`src/cex_defs.svh`:
```
/*
 * Constants of the instruction execute block: opcode patterns, register
 * offsets, field positions, reset values and phase numbers.
 * Assumes it is included by its bare name from the package and the core.
 */
// Operation
// - Relative branch goes to PC+1+signed k9
// - Bit test skips next instruction when set
// - Branch by working goes to PC+1+W
// - Bit set forces one bit, flags untouched
// - Destination bit selects working or file
// - Call pushes PC+1, loads k11 and latch
// - Jump loads k11 and latch, no push
// - Call by working pushes, loads latch:W
// - Watchdog clear zeroes counter, sets both flags
// - Complement writes inverse, updates zero
// - Clear file writes zero, sets zero flag
// - Clear working zeroes W, sets zero flag
// - Increment and decrement update zero only
// - Skip forms change no flag, skip on zero
// - Or literal into W, updates zero
// - Or file with W, updates zero
// - Left shift: bit7 to carry, zero in
// - Right shift: bit0 to carry, zero in
// - Move file copies and updates zero
// - Indirect read mode: pre/post inc/dec
// - Indexed read uses pointer plus signed offset
// - Indirect port reaches pointer's address
// - Pointer wraps at both ends
// - Pointer msb set costs one extra cycle
// - Skip or PC change costs a no-op cycle
`ifndef CEX_DEFS_SVH
`define CEX_DEFS_SVH

// Opcode patterns, matched with casez.
`define CEX_PAT_RELATIVE_BRANCH   14'b11_001?_????_????
`define CEX_PAT_BRANCH_BY_WORKING 14'h000b
`define CEX_PAT_CALL_BY_WORKING   14'h000a
`define CEX_PAT_WATCHDOG_CLEAR    14'h0064
`define CEX_PAT_CALL              14'b10_0???_????_????
`define CEX_PAT_ABSOLUTE_JUMP     14'b10_1???_????_????
`define CEX_PAT_BIT_SET           14'b01_01??_????_????
`define CEX_PAT_BIT_TEST_SKIP_SET 14'b01_11??_????_????
`define CEX_PAT_COMPLEMENT_FILE   14'b00_1001_????_????
`define CEX_PAT_CLEAR_FILE        14'b00_0001_1???_????
`define CEX_PAT_CLEAR_WORKING     14'b00_0001_0000_00??
`define CEX_PAT_DECREMENT_FILE    14'b00_0011_????_????
`define CEX_PAT_INCREMENT_FILE    14'b00_1010_????_????
`define CEX_PAT_DECREMENT_SKIP    14'b00_1011_????_????
`define CEX_PAT_INCREMENT_SKIP    14'b00_1111_????_????
`define CEX_PAT_OR_LITERAL        14'b11_1000_????_????
`define CEX_PAT_OR_FILE           14'b00_0100_????_????
`define CEX_PAT_LEFT_SHIFT        14'b11_0101_????_????
`define CEX_PAT_RIGHT_SHIFT       14'b11_0110_????_????
`define CEX_PAT_MOVE_FILE         14'b00_1000_????_????
`define CEX_PAT_INDIRECT_READ     14'b00_0000_0001_0???
`define CEX_PAT_INDEXED_READ      14'b11_1111_0???_????

// Register offsets on the software port.
`define CEX_REG_CTRL    4'h0
`define CEX_REG_WORK    4'h1
`define CEX_REG_STATUS  4'h2
`define CEX_REG_LATCH   4'h3
`define CEX_REG_PTR0    4'h4
`define CEX_REG_PTR1    4'h5
`define CEX_REG_PC      4'h6
`define CEX_REG_TOS     4'h7

// Status and control field positions.
`define CEX_ST_CARRY    0
`define CEX_ST_ZERO     2
`define CEX_ST_PWRDN_N  3
`define CEX_ST_TMOUT_N  4
`define CEX_CTRL_RUN    0

// Reset values.
`define CEX_PC_RST      15'h0000
`define CEX_WORK_RST    8'h00
`define CEX_PTR_RST     16'h0000
`define CEX_LATCH_RST   7'h00

// Indirect port file addresses and instruction cycle phases.
`define CEX_F_PORT0     7'h00
`define CEX_F_PORT1     7'h01
`define CEX_PH_DECODE   2'h1
`define CEX_PH_EXEC     2'h3

`endif

```
`src/cex_pkg.sv`:
```
/*
 * Types shared by the instruction execute block.
 * Assumes cex_defs.svh is on the include path.
 */
package cex_pkg;
	`include "cex_defs.svh"

	// Decoded operation class of the instruction in flight.
	typedef enum logic [4:0] {
		op_none_t_val,
		relative_branch_op, branch_by_working_op, call_op,
		call_by_working_op, absolute_jump_op, bit_test_skip_set_op,
		bit_set_op, watchdog_clear_op, complement_file_op,
		clear_file_op, clear_working_op, increment_file_op,
		decrement_file_op, increment_skip_zero_op,
		decrement_skip_zero_op, or_literal_op, or_file_op,
		logical_left_shift_op, logical_right_shift_op, move_file_op,
		indirect_read_op, indexed_read_op
	} cex_op_t;
endpackage

```
`src/cex_core.sv`:
```
/*
 * Execute core for a subset of the instruction set: branches, calls,
 * bit set and test, clears, increments, OR, shifts, moves, watchdog clear
 * and indirect reads.  Each instruction cycle is four clocks.
 * Assumes program memory and data file answer one clock after a read.
 */
// Decided for this implementation: the strobed register port and the register offsets.
`include "cex_defs.svh"

module cex_core #(
	parameter int STACK_DEPTH = 16,
	parameter int STACK_AW    = 4,
	parameter int WDT_PRE_W   = 8,
	parameter int WDT_CNT_W   = 8
) (
	input  wire logic        clk,
	input  wire logic        rstn,
	input  wire logic [3:0]  reg_addr,
	input  wire logic [15:0] reg_wdata,
	input  wire logic        reg_wr,
	input  wire logic        reg_rd,
	output logic      [15:0] reg_rdata,
	output logic      [14:0] prog_addr,
	output logic             prog_re,
	input  wire logic [13:0] prog_data,
	output logic      [15:0] file_addr,
	output logic             file_re,
	output logic             file_we,
	output logic      [7:0]  file_wdata,
	input  wire logic [7:0]  file_rdata,
	output logic             watchdog_clear,
	output logic             timeout_flag_n,
	output logic             powerdown_flag_n
);
	import cex_pkg::*;

	logic [1:0]  ph_r;         // Phase within the instruction cycle.
	logic        run_r;        // Software run enable.
	logic        live_r;       // This instruction cycle executes.
	logic [1:0]  dead_r;       // No-op cycles still to spend.
	logic        pen_r;        // Current instruction owes a pointer penalty.
	logic [7:0]  w_r;          // Working register.
	logic        c_r;          // Carry flag.
	logic        z_r;          // Zero flag.
	logic [6:0]  page_latch;   // Upper program counter source.
	logic [15:0] ptr0_r;       // File select pointer 0.
	logic [15:0] ptr1_r;       // File select pointer 1.
	logic [14:0] pc_r;         // Address of the instruction in flight.
	logic [STACK_AW-1:0] sp_r; // Next free stack slot.
	logic [13:0] ir_r;         // Opcode in flight.
	cex_op_t     op_r;         // Decoded class of ir_r.
	logic [14:0] top_of_return_stack;
	logic        wdt_timeout;

	// Phase divider: ph_r == exec is the instruction cycle enable.
	always_ff @(posedge clk) begin
		if (!rstn) begin
			ph_r <= 2'h0;
		end else begin
			ph_r <= ph_r + 2'h1;
		end
	end

	logic dec_en;   // Decode phase of a live cycle.
	logic exec_en;  // Execute phase of a live cycle.
	logic cyc_end;  // Last clock of any instruction cycle.
	logic idle;     // Core stopped, software may load state.
	assign cyc_end = (ph_r == `CEX_PH_EXEC);
	assign dec_en  = live_r && (ph_r == `CEX_PH_DECODE);
	assign exec_en = live_r && cyc_end;
	assign idle    = !run_r && !live_r;

	// Opcode classifier; the first match wins, patterns do not overlap.
	function automatic cex_op_t decode(input logic [13:0] o);
		casez (o)
			`CEX_PAT_RELATIVE_BRANCH:   decode = relative_branch_op;
			`CEX_PAT_BRANCH_BY_WORKING: decode = branch_by_working_op;
			`CEX_PAT_CALL_BY_WORKING:   decode = call_by_working_op;
			`CEX_PAT_WATCHDOG_CLEAR:    decode = watchdog_clear_op;
			`CEX_PAT_CALL:              decode = call_op;
			`CEX_PAT_ABSOLUTE_JUMP:     decode = absolute_jump_op;
			`CEX_PAT_BIT_SET:           decode = bit_set_op;
			`CEX_PAT_BIT_TEST_SKIP_SET: decode = bit_test_skip_set_op;
			`CEX_PAT_COMPLEMENT_FILE:   decode = complement_file_op;
			`CEX_PAT_CLEAR_FILE:        decode = clear_file_op;
			`CEX_PAT_CLEAR_WORKING:     decode = clear_working_op;
			`CEX_PAT_DECREMENT_FILE:    decode = decrement_file_op;
			`CEX_PAT_INCREMENT_FILE:    decode = increment_file_op;
			`CEX_PAT_DECREMENT_SKIP:    decode = decrement_skip_zero_op;
			`CEX_PAT_INCREMENT_SKIP:    decode = increment_skip_zero_op;
			`CEX_PAT_OR_LITERAL:        decode = or_literal_op;
			`CEX_PAT_OR_FILE:           decode = or_file_op;
			`CEX_PAT_LEFT_SHIFT:        decode = logical_left_shift_op;
			`CEX_PAT_RIGHT_SHIFT:       decode = logical_right_shift_op;
			`CEX_PAT_MOVE_FILE:         decode = move_file_op;
			`CEX_PAT_INDIRECT_READ:     decode = indirect_read_op;
			`CEX_PAT_INDEXED_READ:      decode = indexed_read_op;
			default:                    decode = op_none_t_val;
		endcase
	endfunction

	cex_op_t     dec_op;    // Class of the opcode arriving now.
	logic [15:0] ea;        // Effective data address.
	logic        rd_need;   // The instruction reads the file.
	logic        use_ptr;   // The access goes through a pointer.
	logic        ptr_sel;   // Which pointer.
	logic        ptr_upd;   // Pointer is stepped by this instruction.
	logic [15:0] ptr_cur;   // Value of the chosen pointer.
	logic [15:0] ptr_step;  // Pointer after its one-step update.

	// Address generation during the decode phase.
	always_comb begin
		dec_op   = decode(prog_data);
		rd_need  = 1'b1;
		use_ptr  = 1'b0;
		ptr_upd  = 1'b0;
		ptr_sel  = prog_data[0];
		ea       = {9'h000, prog_data[6:0]};
		case (dec_op)
			indirect_read_op: ptr_sel = prog_data[2];
			indexed_read_op:  ptr_sel = prog_data[6];
			default:          ptr_sel = prog_data[0];
		endcase
		ptr_cur  = ptr_sel ? ptr1_r : ptr0_r;
		// Natural 16-bit arithmetic wraps at both ends.
		ptr_step = prog_data[0] ? ptr_cur - 16'h0001
		                        : ptr_cur + 16'h0001;
		case (dec_op)
			indirect_read_op: begin
				// Mode 0x is pre, 1x post; x0 up, x1 down.
				use_ptr = 1'b1;
				ptr_upd = 1'b1;
				ea      = prog_data[1] ? ptr_cur : ptr_step;
			end
			indexed_read_op: begin
				// Signed six-bit offset; the pointer is kept.
				use_ptr = 1'b1;
				ea      = ptr_cur + {{10{prog_data[5]}}, prog_data[5:0]};
			end
			relative_branch_op, branch_by_working_op, call_op,
			call_by_working_op, absolute_jump_op, watchdog_clear_op,
			clear_working_op, or_literal_op, op_none_t_val: begin
				rd_need = 1'b0;
			end
			default: begin
				// The indirect port has no storage of its own.
				if (prog_data[6:1] == 6'h00) begin
					use_ptr = 1'b1;
					ea      = ptr_cur;
				end
			end
		endcase
	end

	// Instruction and address capture in the decode phase.
	always_ff @(posedge clk) begin
		if (!rstn) begin
			ir_r      <= 14'h0000;
			op_r      <= op_none_t_val;
			file_addr <= 16'h0000;
			pen_r     <= 1'b0;
		end else if (dec_en) begin
			ir_r      <= prog_data;
			op_r      <= dec_op;
			file_addr <= ea;
			pen_r     <= use_ptr && ptr_cur[15];
		end
	end

	// File read strobe: one clock, in the phase after decode.
	always_ff @(posedge clk) begin
		if (!rstn) begin
			file_re <= 1'b0;
		end else begin
			file_re <= dec_en && rd_need;
		end
	end

	logic [7:0]  res;       // Result byte.
	logic        to_w;      // Result goes to the working register.
	logic        to_f;      // Result goes back to the file.
	logic        z_upd;     // Zero flag is affected.
	logic        c_upd;     // Carry flag is affected.
	logic        c_val;     // New carry.
	logic        taken;     // Skip or program counter change.
	logic        push;      // Return address is pushed.
	logic        wclr;      // Watchdog clear.
	logic [14:0] pc_inc;    // Incremented program counter.
	logic [14:0] tgt;       // Next instruction address.
	logic        dsel;      // Destination select of file forms.
	assign pc_inc = pc_r + 15'h0001;
	assign dsel   = ir_r[7];

	// Execute: flags default to untouched for every class.
	always_comb begin
		res   = 8'h00;
		to_w  = 1'b0;
		to_f  = 1'b0;
		z_upd = 1'b0;
		c_upd = 1'b0;
		c_val = c_r;
		taken = 1'b0;
		push  = 1'b0;
		wclr  = 1'b0;
		tgt   = pc_inc;
		case (op_r)
			relative_branch_op: begin
				taken = 1'b1;
				tgt   = pc_inc + {{6{ir_r[8]}}, ir_r[8:0]};
			end
			branch_by_working_op: begin
				taken = 1'b1;
				tgt   = pc_inc + {7'h00, w_r};
			end
			call_op: begin
				taken = 1'b1;
				push  = 1'b1;
				tgt   = {page_latch[6:3], ir_r[10:0]};
			end
			absolute_jump_op: begin
				// Upper bits from latch 6:3, no stack push.
				taken = 1'b1;
				tgt   = {page_latch[6:3], ir_r[10:0]};
			end
			call_by_working_op: begin
				taken = 1'b1;
				push  = 1'b1;
				tgt   = {page_latch, w_r};
			end
			bit_test_skip_set_op: begin
				// Fetch follows execute, so a skip steps over a word.
				taken = file_rdata[ir_r[9:7]];
				tgt   = taken ? pc_r + 15'h0002 : pc_inc;
			end
			bit_set_op: begin
				res  = file_rdata | (8'h01 << ir_r[9:7]);
				to_f = 1'b1;
			end
			watchdog_clear_op: begin
				wclr = 1'b1;
			end
			complement_file_op: begin
				res   = ~file_rdata;
				to_w  = !dsel;
				to_f  = dsel;
				z_upd = 1'b1;
			end
			clear_file_op: begin
				to_f  = 1'b1;
				z_upd = 1'b1;
			end
			clear_working_op: begin
				to_w  = 1'b1;
				z_upd = 1'b1;
			end
			increment_file_op, decrement_file_op: begin
				res   = (op_r == increment_file_op) ? file_rdata + 8'h01
				                                    : file_rdata - 8'h01;
				to_w  = !dsel;
				to_f  = dsel;
				z_upd = 1'b1;
			end
			increment_skip_zero_op, decrement_skip_zero_op: begin
				res   = (op_r == increment_skip_zero_op)
				        ? file_rdata + 8'h01 : file_rdata - 8'h01;
				to_w  = !dsel;
				to_f  = dsel;
				taken = (res == 8'h00);
				tgt   = taken ? pc_r + 15'h0002 : pc_inc;
			end
			or_literal_op: begin
				res   = w_r | ir_r[7:0];
				to_w  = 1'b1;
				z_upd = 1'b1;
			end
			or_file_op: begin
				res   = w_r | file_rdata;
				to_w  = !dsel;
				to_f  = dsel;
				z_upd = 1'b1;
			end
			logical_left_shift_op: begin
				res   = {file_rdata[6:0], 1'b0};
				c_upd = 1'b1;
				c_val = file_rdata[7];
				to_w  = !dsel;
				to_f  = dsel;
				z_upd = 1'b1;
			end
			logical_right_shift_op: begin
				res   = {1'b0, file_rdata[7:1]};
				c_upd = 1'b1;
				c_val = file_rdata[0];
				to_w  = !dsel;
				to_f  = dsel;
				z_upd = 1'b1;
			end
			move_file_op: begin
				res   = file_rdata;
				to_w  = !dsel;
				to_f  = dsel;
				z_upd = 1'b1;
			end
			indirect_read_op, indexed_read_op: begin
				res   = file_rdata;
				to_w  = 1'b1;
				z_upd = 1'b1;
			end
			default: begin
				tgt = pc_inc;
			end
		endcase
	end

	// Cycle bookkeeping: a taken skip or jump, and a pointer penalty,
	// each add one dead cycle executed as a no-op.
	logic [1:0] dead_nxt;
	always_comb begin
		dead_nxt = dead_r;
		if (exec_en) begin
			dead_nxt = {1'b0, taken} + {1'b0, pen_r};
		end else if (dead_r != 2'h0) begin
			dead_nxt = dead_r - 2'h1;
		end
	end

	// Live and dead cycle tracking at every instruction cycle end.
	always_ff @(posedge clk) begin
		if (!rstn) begin
			dead_r <= 2'h0;
			live_r <= 1'b0;
		end else if (cyc_end) begin
			dead_r <= dead_nxt;
			live_r <= run_r && (dead_nxt == 2'h0);
		end
	end

	// Program fetch: one-clock strobe at the start of a live cycle.
	always_ff @(posedge clk) begin
		if (!rstn) begin
			prog_re   <= 1'b0;
			prog_addr <= `CEX_PC_RST;
		end else begin
			prog_re <= cyc_end && run_r && (dead_nxt == 2'h0);
			if (cyc_end) begin
				prog_addr <= exec_en ? tgt : pc_r;
			end
		end
	end

	// Program counter: software may load it only while idle.
	always_ff @(posedge clk) begin
		if (!rstn) begin
			pc_r <= `CEX_PC_RST;
		end else if (exec_en) begin
			pc_r <= tgt;
		end else if (idle && reg_wr && reg_addr == `CEX_REG_PC) begin
			pc_r <= reg_wdata[14:0];
		end
	end

	// File write-back, visible in the clock after execute.
	always_ff @(posedge clk) begin
		if (!rstn) begin
			file_we    <= 1'b0;
			file_wdata <= 8'h00;
		end else begin
			file_we <= exec_en && to_f;
			if (exec_en) begin
				file_wdata <= res;
			end
		end
	end

	// Working register and arithmetic flags.
	always_ff @(posedge clk) begin
		if (!rstn) begin
			w_r <= `CEX_WORK_RST;
			c_r <= 1'b0;
			z_r <= 1'b0;
		end else if (exec_en) begin
			if (to_w) begin
				w_r <= res;
			end
			if (z_upd) begin
				z_r <= (res == 8'h00);
			end
			if (c_upd) begin
				c_r <= c_val;
			end
		end else if (idle && reg_wr) begin
			if (reg_addr == `CEX_REG_WORK) begin
				w_r <= reg_wdata[7:0];
			end
			if (reg_addr == `CEX_REG_STATUS) begin
				c_r <= reg_wdata[`CEX_ST_CARRY];
				z_r <= reg_wdata[`CEX_ST_ZERO];
			end
		end
	end

	// Page latch and control; the latch is loaded only by software here.
	always_ff @(posedge clk) begin
		if (!rstn) begin
			page_latch <= `CEX_LATCH_RST;
			run_r      <= 1'b0;
		end else if (reg_wr) begin
			if (reg_addr == `CEX_REG_CTRL) begin
				run_r <= reg_wdata[`CEX_CTRL_RUN];
			end
			if (idle && reg_addr == `CEX_REG_LATCH) begin
				page_latch <= reg_wdata[6:0];
			end
		end
	end

	// Pointers: stepped in decode by the indirect read.
	always_ff @(posedge clk) begin
		if (!rstn) begin
			ptr0_r <= `CEX_PTR_RST;
			ptr1_r <= `CEX_PTR_RST;
		end else if (dec_en && ptr_upd) begin
			if (ptr_sel) begin
				ptr1_r <= ptr_step;
			end else begin
				ptr0_r <= ptr_step;
			end
		end else if (idle && reg_wr) begin
			if (reg_addr == `CEX_REG_PTR0) begin
				ptr0_r <= reg_wdata;
			end
			if (reg_addr == `CEX_REG_PTR1) begin
				ptr1_r <= reg_wdata;
			end
		end
	end

	// Return stack pointer; wraps silently when more than full.
	always_ff @(posedge clk) begin
		if (!rstn) begin
			sp_r <= '0;
		end else if (exec_en && push) begin
			sp_r <= sp_r + 1'b1;
		end
	end

	// Return address storage; its read port shows the top entry.
	cex_stack_mem #(
		.WIDTH (15),
		.DEPTH (STACK_DEPTH),
		.AW    (STACK_AW)
	) u_stack (
		.clk   (clk),
		.rstn  (rstn),
		.we    (exec_en && push),
		.waddr (sp_r),
		.wdata (pc_inc),
		.raddr (sp_r - 1'b1),
		.rdata (top_of_return_stack)
	);

	// Watchdog clear pulse, registered for the port and the counter.
	always_ff @(posedge clk) begin
		if (!rstn) begin
			watchdog_clear <= 1'b0;
		end else begin
			watchdog_clear <= exec_en && wclr;
		end
	end

	cex_watchdog #(
		.PRE_W   (WDT_PRE_W),
		.CNT_W   (WDT_CNT_W)
	) u_wdt (
		.clk     (clk),
		.rstn    (rstn),
		.clr     (watchdog_clear),
		.timeout (wdt_timeout)
	);

	// Active-low flags: a timeout at the same clock wins over the clear.
	always_ff @(posedge clk) begin
		if (!rstn) begin
			timeout_flag_n   <= 1'b1;
			powerdown_flag_n <= 1'b1;
		end else begin
			if (wdt_timeout) begin
				timeout_flag_n <= 1'b0;
			end else if (exec_en && wclr) begin
				timeout_flag_n <= 1'b1;
			end
			if (exec_en && wclr) begin
				powerdown_flag_n <= 1'b1;
			end
		end
	end

	// Read data stand only in the clock after the read strobe.
	always_ff @(posedge clk) begin
		if (!rstn || !reg_rd) begin
			reg_rdata <= 16'h0000;
		end else begin
			case (reg_addr)
				`CEX_REG_CTRL:   reg_rdata <= {13'h0000, dead_r, run_r};
				`CEX_REG_WORK:   reg_rdata <= {8'h00, w_r};
				`CEX_REG_STATUS: reg_rdata <= {11'h000, timeout_flag_n,
				                   powerdown_flag_n, z_r, 1'b0, c_r};
				`CEX_REG_LATCH:  reg_rdata <= {9'h000, page_latch};
				`CEX_REG_PTR0:   reg_rdata <= ptr0_r;
				`CEX_REG_PTR1:   reg_rdata <= ptr1_r;
				`CEX_REG_PC:     reg_rdata <= {1'b0, pc_r};
				`CEX_REG_TOS:    reg_rdata <= {1'b0, top_of_return_stack};
				default:         reg_rdata <= 16'h0000;
			endcase
		end
	end
endmodule // cex_core

```
`src/cex_stack_mem.sv`:
```
/*
 * Return stack storage: one write port, one read port whose data come
 * from a register.  Assumes the core owns the stack pointer.
 */
module cex_stack_mem #(
	parameter int WIDTH = 15,
	parameter int DEPTH = 16,
	parameter int AW    = 4
) (
	input  wire logic             clk,
	input  wire logic             rstn,
	input  wire logic             we,
	input  wire logic [AW-1:0]    waddr,
	input  wire logic [WIDTH-1:0] wdata,
	input  wire logic [AW-1:0]    raddr,
	output logic      [WIDTH-1:0] rdata
);
	// The array carries no reset; the read port reads mem[raddr] every clock, pushed or not.
	logic [WIDTH-1:0] mem [DEPTH];

	// Write port.
	always_ff @(posedge clk) begin
		if (we) begin
			mem[waddr] <= wdata;
		end
	end

	// Registered read port, cleared by reset so the output is defined.
	always_ff @(posedge clk) begin
		if (!rstn) begin
			rdata <= '0;
		end else begin
			rdata <= mem[raddr];
		end
	end
endmodule // cex_stack_mem

```
`src/cex_watchdog.sv`:
```
/*
 * Watchdog counter with its prescaler.  A clear zeroes both.
 * Assumes clr is a one-cycle pulse from the core.
 */
module cex_watchdog #(
	parameter int PRE_W = 8,
	parameter int CNT_W = 8
) (
	input  wire logic clk,
	input  wire logic rstn,
	input  wire logic clr,
	output logic      timeout
);
	logic [PRE_W-1:0] pre_r;  // Prescaler, the divider of the count rate.
	logic [CNT_W-1:0] cnt_r;  // Watchdog count itself.
	logic             tick;   // One-cycle enable when the prescaler wraps.

	assign tick = &pre_r;

	// Prescaler: cleared by a watchdog clear.
	always_ff @(posedge clk) begin
		if (!rstn || clr) begin
			pre_r <= '0;
		end else begin
			pre_r <= pre_r + 1'b1;
		end
	end

	// Counter: cleared to zero by a watchdog clear.
	always_ff @(posedge clk) begin
		if (!rstn || clr) begin
			cnt_r <= '0;
		end else if (tick) begin
			cnt_r <= cnt_r + 1'b1;
		end
	end

	// Timeout pulses once when the count wraps.
	always_ff @(posedge clk) begin
		if (!rstn || clr) begin
			timeout <= 1'b0;
		end else begin
			timeout <= tick && (&cnt_r);
		end
	end
endmodule // cex_watchdog

```
`config.mk`:
```
export PLATFORM = sky130hd
export DESIGN_NAME = cex_core
export DESIGN_NICKNAME = d
export VERILOG_FILES = /design/src/cex_pkg.sv /design/src/cex_core.sv /design/src/cex_stack_mem.sv /design/src/cex_watchdog.sv
export VERILOG_INCLUDE_DIRS = /design/src
export SDC_FILE = /design/constraint.sdc
export NUM_CORES = 1
export LEC_CHECK = 0
export BUFFER_PORTS_ARGS = -buffer_cell sky130_fd_sc_hd__buf_4
export CELL_PAD_IN_SITES_DETAIL_PLACEMENT = 0
export CELL_PAD_IN_SITES_GLOBAL_PLACEMENT = 2
export CORE_AREA = 2 2 225 227
export CTS_BUF_LIST = sky130_fd_sc_hd__clkbuf_4 sky130_fd_sc_hd__clkbuf_8 sky130_fd_sc_hd__clkbuf_16
export CTS_CLUSTER_SIZE = 12
export DETAILED_ROUTE_END_ITERATION = 8
export DIE_AREA = 0 0 227 229
export MAX_ROUTING_LAYER = met4
export PLACE_DENSITY_LB_ADDON = 0.2
export SYNTH_ARGS = -nofsm -noshare
export SYNTH_HDL_FRONTEND = slang
export SYNTH_SLANG_ARGS = --single-unit
```
`constraint.sdc`:
```
create_clock -name clk -period 7 [get_ports clk]
set_clock_uncertainty 0.15 [all_clocks]
set_input_delay 0.35 -clock clk [delete_from_list [all_inputs] [get_ports clk]]
set_output_delay 0.35 -clock clk [all_outputs]
set_load 0.02 [all_outputs]
```
==> summary.md <==
The flow ran to the end, and the final reports show no timing, DRC or antenna violations. Static timing analysis puts the maximum clock frequency at 0.1849 GHz. The area of the placeable core came out at 0.04966 sq mm.

Including well taps, the total number of placed cells is 2774. The number of failing setup endpoints in the final timing report was 0. The clock transition time at the flip-flop clock pins of the worst setup and hold paths came out at 0.06 ns. For the post-synth net total, the log shows 2192. For the worst setup path, the data required time is 7.37 ns. In this run the mean area of a mapped cell was 10.63 sq um. The number of antenna violations at the first check in global routing was 0; the ratio of final minimum period to clock period was 77.27%. The data arrival at the endpoint of the critical path was 5.78 ns; the total power draw was 5.464 mW. After floorplanning, the core was divided into 82 placement rows. In this run the power density over the cells is 213.6 mW/mm^2.

The detail route stage leaves a number of antenna-violating nets equal to 0. Leaving out fill and tap cells, the most frequent cell in the layout is sky130_fd_sc_hd__edfxtp_1. After detailed routing, the number of remaining DRC violations is 0. The ratio of routed vias to standard cells came out at 6.136. Setup repair after global routing left no endpoint under its margin. The tools report the insertion delay of the later-clocked pin in the worst-skew pair as 0.59 ns. The average wire length per cell after detail routing came out at 25.28 um. After the flow finishes, the layout carries non-filler instances totaling 2884. The synthesized netlist cell count was 2086; the share of final-layout standard cells stronger than drive strength 1 was 16.68%. Max-cap violations in this run came to 0.

Setup slack after placement: 1.580 ns. TritonCTS built the clock tree. The first detailed-routing pass took 6 iterations. The run gives 16950 as the via count of the first global-routing pass. The tools report the half-perimeter wire length after placement as 50.16 mm. The area share of the largest cell type after synthesis was 32.51%; the aggregate routed wire length was 72.91 mm.

The number of storage elements in the synthesis netlist is 423, and the number of diodes added for antenna fixing is 0. The type of destination of the critical path is a flop. The detailed router placed 17700 vias in this run.

The slew at the pin closest to its max-slew limit was 1.133 ns. The logs give 2281 for the final net count and 86 for the number of distinct library cells after synthesis. The die outline height works out to 229 um.

The tools report the fill cell instance count of the final layout as 4510. The worst setup path is launched from a primary input. The worst path setup slack after routing is 1.591 ns. DRC marker count from the first detailed-route iteration: 1606. Sorting the synthesized cells by area gives the leading types as sky130_fd_sc_hd__edfxtp_1, sky130_fd_sc_hd__dfxtp_1, sky130_fd_sc_hd__mux4_2, sky130_fd_sc_hd__nor2_1, sky130_fd_sc_hd__ha_1. The worst setup path is of the in2reg kind. In this run, synthesis inferred 240 flip-flops with an integrated enable. Post-route setup TNS: 0 ns. The run gives 423 as the clock sink count. The share of the Yosys chip area taken by registers is 49.04%. For the reported leakage power, the log shows 8.984 nW.

The cell area that synthesis handed to floorplanning was 0.02217 sq mm. Global routing used 28.80% of the available tracks. The hold violation count in the final report was 0; the count of final max-slew check failures was 0. Entering global routing, the biggest net connects 63 pins.

The floorplan step defined a die boundary enclosing 0.05198 sq mm. The class of the tightest hold or removal check is in2reg. Summed over all instances, the cell type with the most area after synthesis is sky130_fd_sc_hd__edfxtp_1. VDD sags by at most 238.5 uV. Global routing finished with a remaining overflow of 0. Clock buffer count from CTS: 46. The floorplan die width is 227 um, and the total number of H-tree levels is 2. In the layout the commonest cells are sky130_fd_sc_hd__edfxtp_1, sky130_fd_sc_hd__nor2_1, sky130_fd_sc_hd__dfxtp_1, sky130_fd_sc_hd__nand2_1, sky130_fd_sc_hd__buf_4. For this run, the number of Yosys warnings is 0.

The run gives 51.52% as the final standard cell utilization of the core. Of all nets on the critical path, the largest fanout is 16. The worst pin sits at a relative slew slack of 23.40%. The routed design could run at a clock period as short as 5.409 ns. Area added between synthesis and finish: 15.43%.

No sink is reached through more buffers than the 3 on the longest clock path. Counting flops with an async set or reset pin after synthesis yields a share of 0%. The logs give 44.64% for the initial standard-cell utilization of the core and 0.9091 for the global placement routability congestion. The clock tree root driver cell is sky130_fd_sc_hd__clkbuf_16. Pin placement for this block handled 107 I/O pins. The port buffer count works out to 105. The most common flop cell mapped by yosys is sky130_fd_sc_hd__edfxtp_1.

The tools report the first-pass GRT wire length as 109.4 mm.
## Yosys cell counts, types with 13 or more instances
| cell type | instances |
|---|---|
| sky130_fd_sc_hd__buf_2 | 15 |
| sky130_fd_sc_hd__dfxtp_1 | 183 |
| sky130_fd_sc_hd__nand4_1 | 16 |
| sky130_fd_sc_hd__xor2_1 | 31 |
| sky130_fd_sc_hd__nor3_1 | 31 |
| sky130_fd_sc_hd__o211ai_1 | 19 |
| sky130_fd_sc_hd__a21o_1 | 28 |
| sky130_fd_sc_hd__a31oi_1 | 43 |
| sky130_fd_sc_hd__nand3_1 | 54 |
| sky130_fd_sc_hd__or3_1 | 15 |
| sky130_fd_sc_hd__a211oi_1 | 66 |
| sky130_fd_sc_hd__mux2i_1 | 48 |
| sky130_fd_sc_hd__o21ai_0 | 81 |
| sky130_fd_sc_hd__nand2b_1 | 19 |
| sky130_fd_sc_hd__edfxtp_1 | 240 |
| sky130_fd_sc_hd__mux2_2 | 19 |
| sky130_fd_sc_hd__nor2b_1 | 15 |
| sky130_fd_sc_hd__a221oi_1 | 18 |
| sky130_fd_sc_hd__ha_1 | 57 |
| sky130_fd_sc_hd__nand2_1 | 174 |
| sky130_fd_sc_hd__xnor2_1 | 59 |
| sky130_fd_sc_hd__a21oi_1 | 123 |
| sky130_fd_sc_hd__clkbuf_1 | 112 |
| sky130_fd_sc_hd__and2_1 | 32 |
| sky130_fd_sc_hd__nor2_1 | 191 |
| sky130_fd_sc_hd__a22oi_1 | 39 |
| sky130_fd_sc_hd__mux4_2 | 62 |
| sky130_fd_sc_hd__and3_1 | 26 |
| sky130_fd_sc_hd__buf_1 | 13 |
| sky130_fd_sc_hd__nor4_1 | 14 |
| sky130_fd_sc_hd__inv_1 | 38 |
## power by group
part           switching (mW)  internal [mW]  leakage, nW  total (mW)
clock network            1.01           1.50        0.788        2.51
registers              0.0211           2.62         3.57        2.65
logic                   0.200          0.111         4.63       0.312
total                    1.23           4.23         8.98        5.46
## metal layers
layer	part of all wire (%)	global-route usage [%]	vias to the layer above
met1	44	39.97	8820
li1	-	-	8117
met5	0	-	-
met2	48	45.21	654
met3	5.5	3.233	106
met4	2.5	7.271	0
## timing repair
action / CTS / global route
gates resized for setup: 0 / 0
endpoints found under the hold margin: 36 / 0
hold buffers: 25 / 0
buffers inserted: 0 / 0
## path summary, 6_finish.rpt
check	startpoint	to	slack, ns	cells past startpoint
worst max register to register	pc_r[0]	prog_addr[13]	2.31	12
worst max-delay path	prog_data[9]	ptr1_r[14]	1.59	18
worst min-delay path	reg_wdata[10]	pc_r[10]	0.03	3
worst min register to register	u_wdt.timeout	timeout_flag_n	0.27	1
## cell families after synthesis
logic type | after synthesis | share of synthesized area [%]
simple gates | 635 | 13.85
compound gates | 559 | 17.19
flops | 423 | 49.04
buf+inv | 189 | 3.421
mux | 129 | 9.432
xor+xnor | 90 | 3.556
fa+ha+maj | 60 | 3.488
other cells | 1 | 0.01692
## worst max-delay path, cell delays in order
cell and delay [ns]:
sky130_fd_sc_hd__dlygate4sd3_1 0.54, sky130_fd_sc_hd__buf_4 0.20, sky130_fd_sc_hd__nor4_4 0.40, sky130_fd_sc_hd__and4b_1 0.55, sky130_fd_sc_hd__o211ai_1 0.17, sky130_fd_sc_hd__buf_4 0.24
sky130_fd_sc_hd__mux2i_1 0.34, sky130_fd_sc_hd__inv_1 0.18, sky130_fd_sc_hd__fa_1 0.47, sky130_fd_sc_hd__a21o_1 0.17, sky130_fd_sc_hd__a21o_1 0.20, sky130_fd_sc_hd__a2111oi_0 0.66
sky130_fd_sc_hd__o31ai_1 0.27, sky130_fd_sc_hd__a221o_1 0.39, sky130_fd_sc_hd__a21oi_1 0.18, sky130_fd_sc_hd__xnor2_1 0.17, sky130_fd_sc_hd__mux2i_1 0.13, sky130_fd_sc_hd__a21oi_1 0.15
## final cells by class
type	instances	area (sq um)	area share, %
Clock buffer	72	1395	5.453
Multi-Input combinational cell	1474	10650	41.61
Inverter	41	155.1	0.6064
Sequential cell	423	10870	42.50
Clock inverter	13	193.9	0.7580
Timing Repair Buffer	189	1481	5.790
Tap cell	672	840.8	3.286
## stage by stage
step / cell area (sq um) / hold WS, ns
5_1_grt: 25590 / 0.02311
3_5_place_dp: 23750 / 0.2665
4_1_cts: 25590 / 0.0001037
6_report: 25590 / 0.03488
3_3_place_gp: 23750 / 0.2612
2_1_floorplan: 22170 / 0.2491
## flip-flops by register name, summed over array words and instances, names as in the netlist, 2 cells and up
signal and cells:
u_stack.mem 240, file_addr 16, ptr0_r 16, ptr1_r 16, reg_rdata 16, pc_r 15
prog_addr 15, u_stack.rdata 15, ir_r 11, file_wdata 8, u_wdt.cnt_r 8, u_wdt.pre_r 8
w_r 8, page_latch 7, op_r 5, sp_r 4, dead_r 2, ph_r 2
No activity file was read; power rests on OpenSTA's default activity.
